$ cat config.mk
export PLATFORM = sky130hd
export DESIGN_NAME = cbc_top
export DESIGN_NICKNAME = d
export VERILOG_FILES = /design/src/hw/cbc_pkg.sv /design/src/hw/cbc_top.sv
export VERILOG_INCLUDE_DIRS = /design/src /design/src/hw
export SDC_FILE = /design/constraint.sdc
export NUM_CORES = 1
export LEC_CHECK = 0
export ABC_CLOCK_PERIOD_IN_PS = 1610
export BUFFER_PORTS_ARGS = -buffer_cell sky130_fd_sc_hd__buf_2
export CAP_MARGIN = 20
export CORE_MARGIN = 3
export CORE_UTILIZATION = 45
export CTS_BUF_LIST = sky130_fd_sc_hd__clkbuf_4 sky130_fd_sc_hd__clkbuf_8
export CTS_CLUSTER_SIZE = 28
export DETAILED_ROUTE_END_ITERATION = 6
export GPL_TIMING_DRIVEN = 0
export PLACE_DENSITY = 0.79
export SLEW_MARGIN = 20
export SYNTH_ARGS = -nofsm -noshare
export SYNTH_HDL_FRONTEND = slang
export SYNTH_SLANG_ARGS = --single-unit
$ cat constraint.sdc
create_clock -name clk_i -period 1.61 [get_ports clk_i]
set_clock_uncertainty 0.2 [all_clocks]
set_input_delay 0.322 -clock clk_i [delete_from_list [all_inputs] [get_ports clk_i]]
set_output_delay 0.322 -clock clk_i [all_outputs]
set_load 0.05 [all_outputs]
$ cat src/hw/cbc_map.svh
`ifndef CBC_MAP_SVH
`define CBC_MAP_SVH
// register word offsets (byte addresses)
`define CBC_REG_CTRL 4'h0
`define CBC_REG_STAT 4'h4
`define CBC_REG_CMD 4'h8
`define CBC_REG_PAGE 4'hc
// control register fields
`define CBC_CTRL_IF 0
`define CBC_CTRL_NE 1
`define CBC_CTRL_CD 2
`define CBC_CTRL_PG 3
`define CBC_CTRL_RST 32'h0000_0000
// command register fields
`define CBC_CMD_MOD 0
`define CBC_CMD_FPERR 1
`define CBC_CMD_FPINS 2
`define CBC_CMD_LOCK 3
// page register fields
`define CBC_PAGE_PCD 0
`define CBC_PAGE_PWT 1
`define CBC_PAGE_IO 2
`define CBC_PAGE_MULTI 3
// timing counts
`define CBC_SNOOP_HIT_MODIFIED_N_DLY 2'd2
`define CBC_FLUSH_ACKS 2'd2
`define CBC_INTA_CYCLES 2'd2
`define CBC_NMI_LOW_MIN 3'd4
`endif

$ cat src/hw/cbc_pkg.sv
package cbc_pkg;
   typedef enum logic [2:0] {
      CBC_IDLE = 3'b000,
      CBC_WBACK = 3'b001,
      CBC_INVAL = 3'b010,
      CBC_FACK = 3'b011,
      CBC_INTA = 3'b100,
      CBC_HOLD = 3'b101
   } cbc_state_e;
endpackage : cbc_pkg

$ cat src/hw/cbc_top.sv
`timescale 1ns/100ps
// What this block does
// - write-back flush: write back, invalidate, two acks
// - write-through flush only invalidates, no ack
// - one-clock flush pulse is a full request
// - flush low before reset release: tri-state test
// - snoop modified hit: snoop_hit_modified_n low two clocks later
// - snoop_hit_modified_n low until first burst ready, else high
// - write-through: snoop_hit_modified_n never driven
// - hold ack with bus float, floats only in test
// - hold: finish cycle or lock, then release bus
// - ignore-error low continues fp, high freezes
// - irq with flag: two locked acknowledge cycles
// - invalidate sampled with strobe, ignored write-through
// - cache enable low before ready makes fill
// - cache enable low before last ready stores line
// - lock blocks hold, no locked fills
// - lock spans first to last locked cycle
// - nmi rising edge after four low clocks
// - page cache disable follows bit, masked, paging
// - page write-through follows bit, low without paging
// - parity error low one clock after read ready
// - pseudo lock high write-back, low multi-cycle write-through
// - memory high, io low
// - snoop strobe accepted only in hold/backoff/address_hold
`include "cbc_map.svh"
module cbc_top (
   input wire logic clk_i,
   input wire logic rst_i,
   input wire logic [3:0] wb_adr_i,
   input wire logic [31:0] wb_dat_i,
   input wire logic [3:0] wb_sel_i,
   input wire logic wb_we_i,
   input wire logic wb_cyc_i,
   input wire logic wb_stb_i,
   output logic [31:0] wb_dat_o,
   output logic wb_ack_o,
   input wire logic flush_n_i,
   input wire logic writeback_select_i,
   input wire logic hold_req_i,
   input wire logic address_hold_i,
   input wire logic back_off_n_i,
   input wire logic snoop_addr_strobe_n_i,
   input wire logic snoop_invalidate_i,
   input wire logic ready_n_i,
   input wire logic burst_ready_n_i,
   input wire logic cacheable_enable_n_i,
   input wire logic ignore_numeric_err_n_i,
   input wire logic maskable_irq_i,
   input wire logic nmi_i,
   input wire logic [31:0] data_i,
   input wire logic [3:0] data_parity_lines_i,
   input wire logic [3:0] byte_en_n_i,
   output logic snoop_hit_modified_n_o,
   output logic snoop_hit_modified_n_oe_o,
   output logic hold_ack_o,
   output logic hold_ack_oe_o,
   output logic bus_float_o,
   output logic bus_lock_n_o,
   output logic pseudo_locked_n_o,
   output logic mem_io_o,
   output logic page_cache_disable_o,
   output logic page_write_through_o,
   output logic parity_status_n_o,
   output logic parity_status_n_oe_o,
   output logic flush_ack_cycle_o,
   output logic inta_cycle_o,
   output logic cache_inval_o,
   output logic snoop_inval_o,
   output logic line_fill_o,
   output logic line_store_o,
   output logic fp_freeze_o,
   output logic nmi_taken_o
);
   import cbc_pkg::*;

   typedef struct packed {
      cbc_state_e st;
      logic [1:0] flush_s, igne_s, irq_s, nmi_s;
      logic [1:0] wbs_s;
      logic flush_pend, test_mode, wb_mode;
      logic [31:0] ctrl, cmd, page;
      logic [31:0] rdat;
      logic ack;
      logic [1:0] cnt, snoop_hit_modified_n_cnt;
      logic snoop_hit_modified_n_n, snoop_hit_modified_n_oe, snoop_hit_modified_n_wait;
      logic hold_ack, flt, lock_n, pseudo_locked_n_n, mio, page_cache_disable, page_write_through;
      logic parity_status_n_n, rd_done;
      logic fack, inta, inval, sinv, fill, fill_act, store, frz;
      logic [2:0] nmi_low;
      logic nmi_tk;
      logic in_cyc, ken_q;
   } cbc_state_s;

   cbc_state_s q, d;

   function automatic logic is_reg(input logic [3:0] a, input logic [3:0] r);
      is_reg = (a == r);
   endfunction : is_reg

   logic wb_req, snoop_ok, rdy_any, par_err;
   always_comb begin
      wb_req = wb_cyc_i && wb_stb_i && !q.ack;
      snoop_ok = q.hold_ack || !back_off_n_i || address_hold_i;
      rdy_any = !ready_n_i || !burst_ready_n_i;
      par_err = 1'b0;
      for (int i = 0; i < 4; i++) begin
         if (!byte_en_n_i[i] && (^{data_i[8*i +: 8], data_parity_lines_i[i]}))
            par_err = 1'b1;
      end
   end

   always_comb begin
      d = q;
      d.ack = wb_req;
      d.fack = 1'b0;
      d.inta = 1'b0;
      d.inval = 1'b0;
      d.sinv = 1'b0;
      d.fill = 1'b0;
      d.store = 1'b0;
      d.nmi_tk = 1'b0;
      d.rd_done = 1'b0;
      // two-stage synchronisers
      d.flush_s = {q.flush_s[0], flush_n_i};
      d.igne_s = {q.igne_s[0], ignore_numeric_err_n_i};
      d.irq_s = {q.irq_s[0], maskable_irq_i};
      d.nmi_s = {q.nmi_s[0], nmi_i};
      // mode strap is a pin as well, so it is synchronised before capture
      d.wbs_s = {q.wbs_s[0], writeback_select_i};
      if (wb_req && wb_we_i) begin
         if (is_reg(wb_adr_i, `CBC_REG_CTRL)) d.ctrl = wb_dat_i;
         if (is_reg(wb_adr_i, `CBC_REG_CMD)) d.cmd = wb_dat_i;
         if (is_reg(wb_adr_i, `CBC_REG_PAGE)) d.page = wb_dat_i;
      end
      d.rdat = 32'h0000_0000;
      if (wb_req && !wb_we_i) begin
         if (is_reg(wb_adr_i, `CBC_REG_CTRL)) d.rdat = q.ctrl;
         if (is_reg(wb_adr_i, `CBC_REG_CMD)) d.rdat = q.cmd;
         if (is_reg(wb_adr_i, `CBC_REG_PAGE)) d.rdat = q.page;
         if (is_reg(wb_adr_i, `CBC_REG_STAT))
            d.rdat = {24'h000000, q.test_mode, q.wb_mode, q.lock_n, q.hold_ack,
                      q.snoop_hit_modified_n_n, q.flush_pend, q.frz, q.pseudo_locked_n_n};
      end
      // synchronised flush: a single low sample latches a request
      if (!q.flush_s[1]) d.flush_pend = 1'b1;
      // nmi rising edge after at least four low clocks
      if (!q.nmi_s[1]) begin
         if (q.nmi_low != `CBC_NMI_LOW_MIN) d.nmi_low = q.nmi_low + 3'd1;
      end else begin
         d.nmi_low = 3'd0;
         if (q.nmi_low == `CBC_NMI_LOW_MIN) d.nmi_tk = 1'b1;
      end
      d.frz = q.cmd[`CBC_CMD_FPERR] && q.cmd[`CBC_CMD_FPINS] &&
              !q.ctrl[`CBC_CTRL_NE] && q.igne_s[1];
      // bus cycle tracking and lock
      if (rdy_any) d.in_cyc = 1'b0;
      d.ken_q = cacheable_enable_n_i;
      case (q.st)
         CBC_IDLE: begin
            if (q.flush_pend) begin
               d.flush_pend = !q.flush_s[1];
               d.st = q.wb_mode ? CBC_WBACK : CBC_INVAL;
            end else if (hold_req_i && q.lock_n) begin
               d.st = CBC_HOLD;
               d.hold_ack = 1'b1;
               d.flt = 1'b1;
            end else if (q.irq_s[1] && q.ctrl[`CBC_CTRL_IF]) begin
               d.st = CBC_INTA;
               d.cnt = `CBC_INTA_CYCLES;
               d.lock_n = 1'b0;
            end else begin
               d.lock_n = !q.cmd[`CBC_CMD_LOCK];
            end
         end
         CBC_WBACK: begin
            d.cmd[`CBC_CMD_MOD] = 1'b0;
            d.st = CBC_INVAL;
         end
         CBC_INVAL: begin
            d.inval = 1'b1;
            d.cnt = `CBC_FLUSH_ACKS;
            d.st = q.wb_mode ? CBC_FACK : CBC_IDLE;
         end
         CBC_FACK: begin
            d.fack = 1'b1;
            d.cnt = q.cnt - 2'd1;
            if (q.cnt == 2'd1) d.st = CBC_IDLE;
         end
         CBC_INTA: begin
            d.inta = 1'b1;
            if (!ready_n_i) begin
               d.cnt = q.cnt - 2'd1;
               if (q.cnt == 2'd1) begin
                  d.st = CBC_IDLE;
                  d.lock_n = 1'b1;
                  // interrupt entry masks further maskable requests
                  d.ctrl[`CBC_CTRL_IF] = 1'b0;
               end
            end
         end
         CBC_HOLD: begin
            if (!hold_req_i) begin
               d.st = CBC_IDLE;
               d.hold_ack = 1'b0;
               d.flt = 1'b0;
            end
         end
         default: d.st = CBC_IDLE;
      endcase
      // line fill and store decisions
      if (rdy_any && !q.ken_q && q.lock_n) begin
         if (!q.fill_act) begin
            d.fill = 1'b1;
            d.fill_act = 1'b1;
         end else if (!ready_n_i) begin
            d.store = 1'b1;
            d.fill_act = 1'b0;
         end
      end
      if (!q.lock_n) d.fill_act = 1'b0;
      // snoop: invalidate sampled with strobe, hit-modified two clocks later
      if (!snoop_addr_strobe_n_i && snoop_ok && q.snoop_hit_modified_n_n && q.snoop_hit_modified_n_cnt == 2'd0) begin
         d.sinv = snoop_invalidate_i && q.wb_mode;
         if (q.wb_mode && q.cmd[`CBC_CMD_MOD]) d.snoop_hit_modified_n_cnt = `CBC_SNOOP_HIT_MODIFIED_N_DLY - 2'd1;
      end
      if (q.snoop_hit_modified_n_cnt != 2'd0) begin
         d.snoop_hit_modified_n_cnt = q.snoop_hit_modified_n_cnt - 2'd1;
         if (q.snoop_hit_modified_n_cnt == 2'd1) begin
            d.snoop_hit_modified_n_n = 1'b0;
            d.snoop_hit_modified_n_wait = 1'b1;
         end
      end
      if (q.snoop_hit_modified_n_wait && !burst_ready_n_i) begin
         d.snoop_hit_modified_n_n = 1'b1;
         d.snoop_hit_modified_n_wait = 1'b0;
      end
      // test mode keeps the bus floating whatever the hold logic does
      if (q.test_mode) d.flt = 1'b1;
      d.snoop_hit_modified_n_oe = q.wb_mode && !q.test_mode;
      d.pseudo_locked_n_n = q.wb_mode ? 1'b1 : !q.page[`CBC_PAGE_MULTI];
      d.mio = !q.page[`CBC_PAGE_IO];
      d.page_cache_disable = q.ctrl[`CBC_CTRL_PG] && q.page[`CBC_PAGE_PCD] &&
              !q.ctrl[`CBC_CTRL_CD];
      d.page_write_through = q.ctrl[`CBC_CTRL_PG] && q.page[`CBC_PAGE_PWT];
      d.parity_status_n_n = !(!ready_n_i && q.in_cyc && par_err);
      if (!ready_n_i || !burst_ready_n_i) d.in_cyc = 1'b0;
      if (!q.flt && q.st == CBC_IDLE) d.in_cyc = 1'b1;
   end

   always_ff @(posedge clk_i) begin
      if (rst_i) begin
         q <= '0;
         q.st <= CBC_IDLE;
         q.flush_s <= {q.flush_s[0], flush_n_i};
         q.wbs_s <= {q.wbs_s[0], writeback_select_i};
         q.igne_s <= 2'b11;
         q.ctrl <= `CBC_CTRL_RST;
         q.snoop_hit_modified_n_n <= 1'b1;
         q.lock_n <= 1'b1;
         q.pseudo_locked_n_n <= 1'b1;
         q.mio <= 1'b1;
         q.parity_status_n_n <= 1'b1;
         q.ken_q <= 1'b1;
         // both strap chains keep running in reset, the last reset clock wins
         q.wb_mode <= q.wbs_s[1];
         q.test_mode <= !q.flush_s[1];
         q.flt <= !q.flush_s[1];
      end else begin
         q <= d;
      end
   end

   always_comb begin
      wb_dat_o = q.rdat;
      wb_ack_o = q.ack;
      snoop_hit_modified_n_o = q.snoop_hit_modified_n_n;
      snoop_hit_modified_n_oe_o = q.snoop_hit_modified_n_oe;
      hold_ack_o = q.hold_ack;
      hold_ack_oe_o = !q.test_mode;
      bus_float_o = q.flt;
      bus_lock_n_o = q.lock_n;
      pseudo_locked_n_o = q.pseudo_locked_n_n;
      mem_io_o = q.mio;
      page_cache_disable_o = q.page_cache_disable;
      page_write_through_o = q.page_write_through;
      parity_status_n_o = q.parity_status_n_n;
      parity_status_n_oe_o = !q.test_mode;
      flush_ack_cycle_o = q.fack;
      inta_cycle_o = q.inta;
      cache_inval_o = q.inval;
      snoop_inval_o = q.sinv;
      line_fill_o = q.fill;
      line_store_o = q.store;
      fp_freeze_o = q.frz;
      nmi_taken_o = q.nmi_tk;
   end

   a_snoop_hit_modified_n_delay: assert property (@(posedge clk_i) disable iff (rst_i)
      $fell(snoop_hit_modified_n_o) |-> $past(!snoop_addr_strobe_n_i, 2))
      else $error("snoop_hit_modified_n timing");
   a_snoop_hit_modified_n_float: assert property (@(posedge clk_i) disable iff (rst_i)
      !q.wb_mode |-> ##1 !snoop_hit_modified_n_oe_o) else $error("snoop_hit_modified_n driven");
   a_snoop_hit_modified_n_drive: assert property (@(posedge clk_i) disable iff (rst_i)
      q.wb_mode && !q.test_mode |-> ##1 snoop_hit_modified_n_oe_o) else $error("snoop_hit_modified_n float");
   a_fack_wt: assert property (@(posedge clk_i) disable iff (rst_i)
      !q.wb_mode |-> !flush_ack_cycle_o) else $error("flush ack in wt");
   a_flush_acks: assert property (@(posedge clk_i) disable iff (rst_i)
      $rose(flush_ack_cycle_o) |-> flush_ack_cycle_o [*2] ##1 !flush_ack_cycle_o)
      else $error("flush ack count");
   a_fack_inval: assert property (@(posedge clk_i) disable iff (rst_i)
      $rose(flush_ack_cycle_o) |-> $past(cache_inval_o)) else $error("ack before inval");
   a_hold_lock: assert property (@(posedge clk_i) disable iff (rst_i)
      $rose(hold_ack_o) |-> $past(bus_lock_n_o)) else $error("hold under lock");
   a_hold_ack_float: assert property (@(posedge clk_i) disable iff (rst_i)
      hold_ack_o |-> bus_float_o) else $error("hold_ack without float");
   a_pcd_mask: assert property (@(posedge clk_i) disable iff (rst_i)
      $past(q.ctrl[`CBC_CTRL_CD]) |-> !page_cache_disable_o) else $error("pcd mask");
   a_pwt_nopg: assert property (@(posedge clk_i) disable iff (rst_i)
      !$past(q.ctrl[`CBC_CTRL_PG]) |-> !page_write_through_o) else $error("pwt paging");
   a_pseudo_locked_n_wb: assert property (@(posedge clk_i) disable iff (rst_i)
      q.wb_mode |-> ##1 pseudo_locked_n_o) else $error("pseudo_locked_n in wb");
   a_parity_status_n_ready: assert property (@(posedge clk_i) disable iff (rst_i)
      !parity_status_n_o |-> $past(!ready_n_i)) else $error("parity_status_n timing");
   a_mio_io: assert property (@(posedge clk_i) disable iff (rst_i)
      mem_io_o == !$past(q.page[`CBC_PAGE_IO])) else $error("mio level");
   a_sinv_wt: assert property (@(posedge clk_i) disable iff (rst_i)
      !q.wb_mode |-> ##1 !snoop_inval_o) else $error("invalidate in wt");
   a_lock_nofill: assert property (@(posedge clk_i) disable iff (rst_i)
      $past(!q.lock_n) |-> !line_fill_o) else $error("locked fill");
   a_inta_locked: assert property (@(posedge clk_i) disable iff (rst_i)
      $rose(inta_cycle_o) |-> !bus_lock_n_o) else $error("inta unlocked");
   a_nmi_edge: assert property (@(posedge clk_i) disable iff (rst_i)
      nmi_taken_o |-> $past(q.nmi_s[1]) && !$past(q.nmi_s[1], 2) && !$past(q.nmi_s[1], 5))
      else $error("nmi edge");
   c_flush_wb: cover property (@(posedge clk_i) disable iff (rst_i) $rose(flush_ack_cycle_o));
   c_hold: cover property (@(posedge clk_i) disable iff (rst_i) $rose(hold_ack_o));
   c_snoop_hit_modified_n: cover property (@(posedge clk_i) disable iff (rst_i) $fell(snoop_hit_modified_n_o));
   c_inta: cover property (@(posedge clk_i) disable iff (rst_i) $rose(inta_cycle_o));
   c_store: cover property (@(posedge clk_i) disable iff (rst_i) $rose(line_store_o));
endmodule : cbc_top

; Word level (Yosys, flattened, before mapping)
; Index checks and enable logic that the tools add are counted.
[totals]
regBits = 174
inputBits = 98
[op_classes]
n_addsub = 3
eq_ne = 23
muxes = 64
bitwise_logic = 6
reduce_logical = 87
[op_table]
columns = operator, count
row1 = two-way mux 32 bit, 5
row2 = two-way mux 65 bit, 1
row3 = XOR reduction 9 bit, 4
row4 = two-way mux 3 bit, 11
row5 = two-way mux 1 bit, 30
row6 = logical AND 1 bit, 28
row7 = two-way mux 2 bit, 11
row8 = two-way mux 22 bit, 1
row9 = logical NOT 1 bit, 20
row10 = one-hot mux 3 bit (6 select lines), 1
row11 = OR reduction 2 bit, 9
row12 = "!= test 4 bit, second input constant", 4
row13 = "!= test 2 bit, second input constant", 7
row14 = nonzero test 2 bit, 6
row15 = AND reduction 2 bit, 5
row16 = AND reduction 5 bit, 2
row17 = "equality test 3 bit, second input constant", 3
row18 = "equality test 4 bit, second input constant", 2
row19 = two-way mux 8 bit, 1
row20 = one-hot mux 2 bit (4 select lines), 1
row21 = AND reduction 4 bit, 2
row22 = nonzero test 4 bit, 2
row23 = "equality test 3 x 2 -> 1 bit, second input constant", 2
row24 = NOT 1 bit, 6
row25 = other kinds (14), 19

; Longest topological paths before layout
[depth]
word_depth = 9
depth_mapped = 7
ltp_nobuf = 6

; Least setup slack after synthesis
; OpenSTA, ideal clock, no wires.
[synth_path]
path_kind = reg-to-reg
start = register q (netlist bit wb_ack_o)
end = register q[94] in the netlist's numbering
setup_ps = 71
arrival_ps = 1607
required_ps = 1339
slack_ps = -267
stages_incl_launch_ff = 7
path_cell_list = dfxtp_1 nand4b_1 inv_1 nand3_1 clkbuf_1 nand2_1 a21oi_1
[synth_between]
elab_chain_cells = 4
[synth_lines]
columns = element, line_no
row1 = "start, declared", cbc_top.sv:95  ; cbc_state_s q, d;
row2 = logical NOT 1 bit, cbc_top.sv:103  ; wb_req = wb_cyc_i && wb_stb_i && !q.ack;
row3 = logical AND 1 bit, cbc_top.sv:103
row4 = logical AND 1 bit, cbc_top.sv:131  ; if (wb_req && wb_we_i) begin
row5 = AND reduction 2 bit (no line), n/a
; No other way between the ends.
; A chain may end at the register's enable or synchronous reset.

; Worst setup path in the final report
[layout_path]
start = register q (netlist bit wb_ack_o)
end = register q[129] in the netlist's numbering
; The elaborated chain is that of the path after synthesis.

==> results.py <==
metrics = {
    "pwr": {
        "power_mw": 8.81,
        "combPwrFrac_pct": 12.7,
        "p_sw_mw": 2.13,
        "p_seq_share_pct": 50.5,
        "pwr-share-clk_pct": 36.8,
        "internal-power_mw": 6.67,
        "p_sw_share_pct": 24.2,
        "powerDensity_mw_per_mm2": 877,
        "ir_drop_v": 0.000682,
        "p_leak_nw": 4.03,
    },
    "yosys": {
        "syn_area_sq_mm": 0.00705,
        "syn_inst": 860,
        "synth.top_cell.area_share_pct": 48.6,
        "syn_nets": 961,
        "ys_top_cells_by_area": "dfxtp_1 (49%), nand2_1 (14%), a21oi_1 (7.3%), buf_4 (3.8%), o21ai_0 (3.8%)",
        "synth_edf_count": 3,
        "ys_async_sr_fraction_pct": 0,
        "ys_seq_area_share_pct": 49.9,
        "synth_top_flop_cell": "dfxtp_1",
        "synth_seq_cells": 174,
        "synth_cell_types": 52,
        "synth.avg_cell_area_sq_um": 8.19,
        "yosysTopAreaCell": "dfxtp_1",
        "yosysWarnings": 0,
    },
    "worst_hold_path": {
        "holdPathStages": 3,
        "hp-start": "byte_en_n_i[2]",
        "whs_endpoint": "parity_status_n_o",
        "min_path_type": "in -> reg",
    },
    "sta": {
        "post-route-period-util_pct": 117,
        "hold_viol": 0,
        "tightest_slew_ns": 0.699,
        "period_needed_ns": 1.88,
        "rsz0062_at_grt": "yes",
        "report.final.slew_viol_count": 0,
        "finalSetupViolCount": 116,
        "slew_headroom_pct": 53.4,
        "setup_tns_ns": -18.76,
        "fin_ws_ns": -0.272,
        "max_freq_mhz": 531,
    },
    "run_status": {
        "violations": "setup timing",
        "status": "finished with violations",
    },
    "drt": {
        "finalWirelength_um": 21300,
        "antenna_left": 0,
        "drt-initial-drc-count": 798,
        "drc": 0,
        "routed_via_density": 5.30,
        "vias": 6953,
        "avgRoutedWirePerCell_um": 16.2,
        "dr.pass1.iters": 6,
    },
    "clock_network": {
        "cts_buffer_depth": 2,
        "cts_sinks": 174,
        "root_buffer": "clkbuf_8",
        "numCtsBuffers": 17,
        "cts_tree": "done",
        "path_clk_slew_ns": 0.08,
        "htreeDepth": 4,
        "clk_latency_ns": 0.47,
    },
    "critical_path": {
        "crit_path_start_kind": "register",
        "crit_slowest_cell": "dfxtp_4",
        "r2r_slack_ns": -0.27,
        "rr_worst_depth": 7,
        "r2r_end": "q[129]",
        "cp-end-kind": "register",
        "max_stage_delay_ns": 0.35,
        "crit_arrival_ns": 2.06,
        "path_buf_inv": 3,
        "critPathKind": "reg -> reg",
        "cp_cell_sequence": "nand4b_1 -> inv_1 -> and2_0 -> clkbuf_2 -> buf_4 -> nand2_1 -> a21oi_1",
        "cp_top_family": "buffers and inverters",
        "crit_fanout": 10,
        "worstReg2RegStart": "wb_ack_o",
        "required_ns": 1.79,
    },
    "final_layout": {
        "nets": 1191,
        "syn_to_final_growth_pct": 42.5,
        "regMostFlops": "q",
        "diodes": 0,
        "drive_gt1_share_pct": 34.2,
        "layoutNonFillerInstCount": 1312,
        "largest_reg_flops": 116,
        "final_area_sq_mm": 0.0100,
    },
    "placed_design": {
        "globalplace.congestion": 0.817,
        "postPlaceCellArea_sq_mm": 0.00806,
        "dpl.hpwl_um": 12900,
        "dp_cells": 1217,
        "port_buffers": 146,
    },
    "floorplan": {
        "start_util_pct": 46.2,
        "chipWidth_um": 131,
        "std_cell_rows": 45,
        "io_pins": 151,
        "core_area_sq_mm": 0.0153,
        "die_height_um": 131,
        "fp.dieArea_sq_mm": 0.0172,
    },
    "global_route": {
        "grt_pass1_vias": 6315,
        "overflow": 0,
        "grt_start_max_net_pins": 17,
        "grt_first_pass_wirelength_um": 31400,
        "antenna_found_initial": 1,
        "track_usage_pct": 22.2,
    },
    "run": {
        "max_cap_viol_count": 0,
    },
}
-- tightest hold or removal path: stages --
cell	delay, ns
buf_2	0.10
o22ai_1	0.08
o211ai_1	0.16
-- stage by stage --
stage | utilization [%] | hold slack, ns | setup WS [ns]
finish | 65.8 | 0.0497 | -0.272
global route | 65.8 | 0.0825 | -0.325
CTS | 61.4 | 0.0163 | -0.137
detailed placement | 52.8 | 0.113 | -0.816
global placement | 52.8 | 0.115 | -0.773
floorplan | - | 0.110 | -0.0632
-- cell type report --
cell class	count	area [sq um]
fillers	1168	5220
flip-flops and latches	174	3530
multi-input cells	589	3480
repair buffers	213	1670
plain buffers	86	636
clock buffers	22	278
well taps	211	264
clock inverters	8	140
inverters	9	33.8
-- worst max path at each step --
| stage | startpoint | to | cells after the start |
|---|---|---|---|
| CTS | wb_ack_o | q[130] | 7 |
| detailed placement | rst_i | wb_dat_o[31] | 6 |
| global route | wb_ack_o | q[129] | 7 |
| global placement | rst_i | wb_dat_o[31] | 6 |
| finish | wb_ack_o | q[129] | 7 |
| floorplan | wb_ack_o | q[129] | 7 |
-- power by group through the flow --
stage | clock network [mW] | logic, mW | registers [mW]
floorplan | 0 | 0.502 | 4.57
global placement | 0 | 0.836 | 4.53
detailed placement | 0 | 0.860 | 4.53
CTS | 3.27 | 1.01 | 4.44
global route | 3.45 | 1.19 | 4.46
finish | 3.25 | 1.11 | 4.45
-- logic make-up after synthesis --
group | Yosys count | share of synthesized area (%)
buf+inv | 97 | 7.51
simple gates | 355 | 21.5
flops | 174 | 49.9
compound gates | 198 | 15.6
mux | 4 | 0.586
fa+ha+maj | 3 | 0.533
xor+xnor | 29 | 4.39
-- cell usage after synthesis, types with 4 or more instances --
cell	number
a211oi_1	27
xnor2_1	21
inv_1	9
xor2_1	4
nor3_1	9
buf_2	6
nand2b_1	5
or2_2	4
xnor3_1	4
nor2_1	49
o21ai_0	53
nand2_1	255
a21oi_1	103
dfxtp_1	171
buf_4	36
clkbuf_1	40
nor2b_1	6
nor3b_1	5
-- metal layers --
metal | GRT usage (%) | vias to the layer above | part of all wire (%)
li1 | - | 3270 | -
met1 | 28.8 | 3268 | 41
met2 | 36.5 | 356 | 49
met3 | 5.21 | 57 | 7.9
met4 | 7.47 | 2 | 2.0
met5 | 0 | - | 0.070
-- cells in the final DEF (no fill, tap or decap), types with 6 or more instances in the layout --
| cell | instances |
|---|---|
| nand2_4 | 17 |
| nand2_2 | 9 |
| clkbuf_4 | 7 |
| nor2_1 | 49 |
| xnor2_1 | 21 |
| buf_8 | 6 |
| dlygate4sd3_1 | 46 |
| inv_1 | 8 |
| dfxtp_2 | 7 |
| clkbuf_2 | 13 |
| a21oi_2 | 30 |
| nand2_1 | 230 |
| buf_4 | 59 |
| clkbuf_8 | 21 |
| dfxtp_1 | 161 |
| o21ai_0 | 48 |
| a211oi_2 | 21 |
| clkbuf_1 | 16 |
| buf_6 | 35 |
| nor3_1 | 8 |
| a21oi_1 | 73 |
| buf_2 | 108 |
-- what timing repair did --
action / CTS / global route
hold endpoints to repair: 110 / 0
hold buffers: 46 / 0
buffers inserted: 9 / 7
endpoints found under the setup margin: 180 / 159
pin swaps: 6 / 52
cloned: 1 / 5
resized for setup: 117 / 152
No activity file was read; power rests on OpenSTA's default activity.
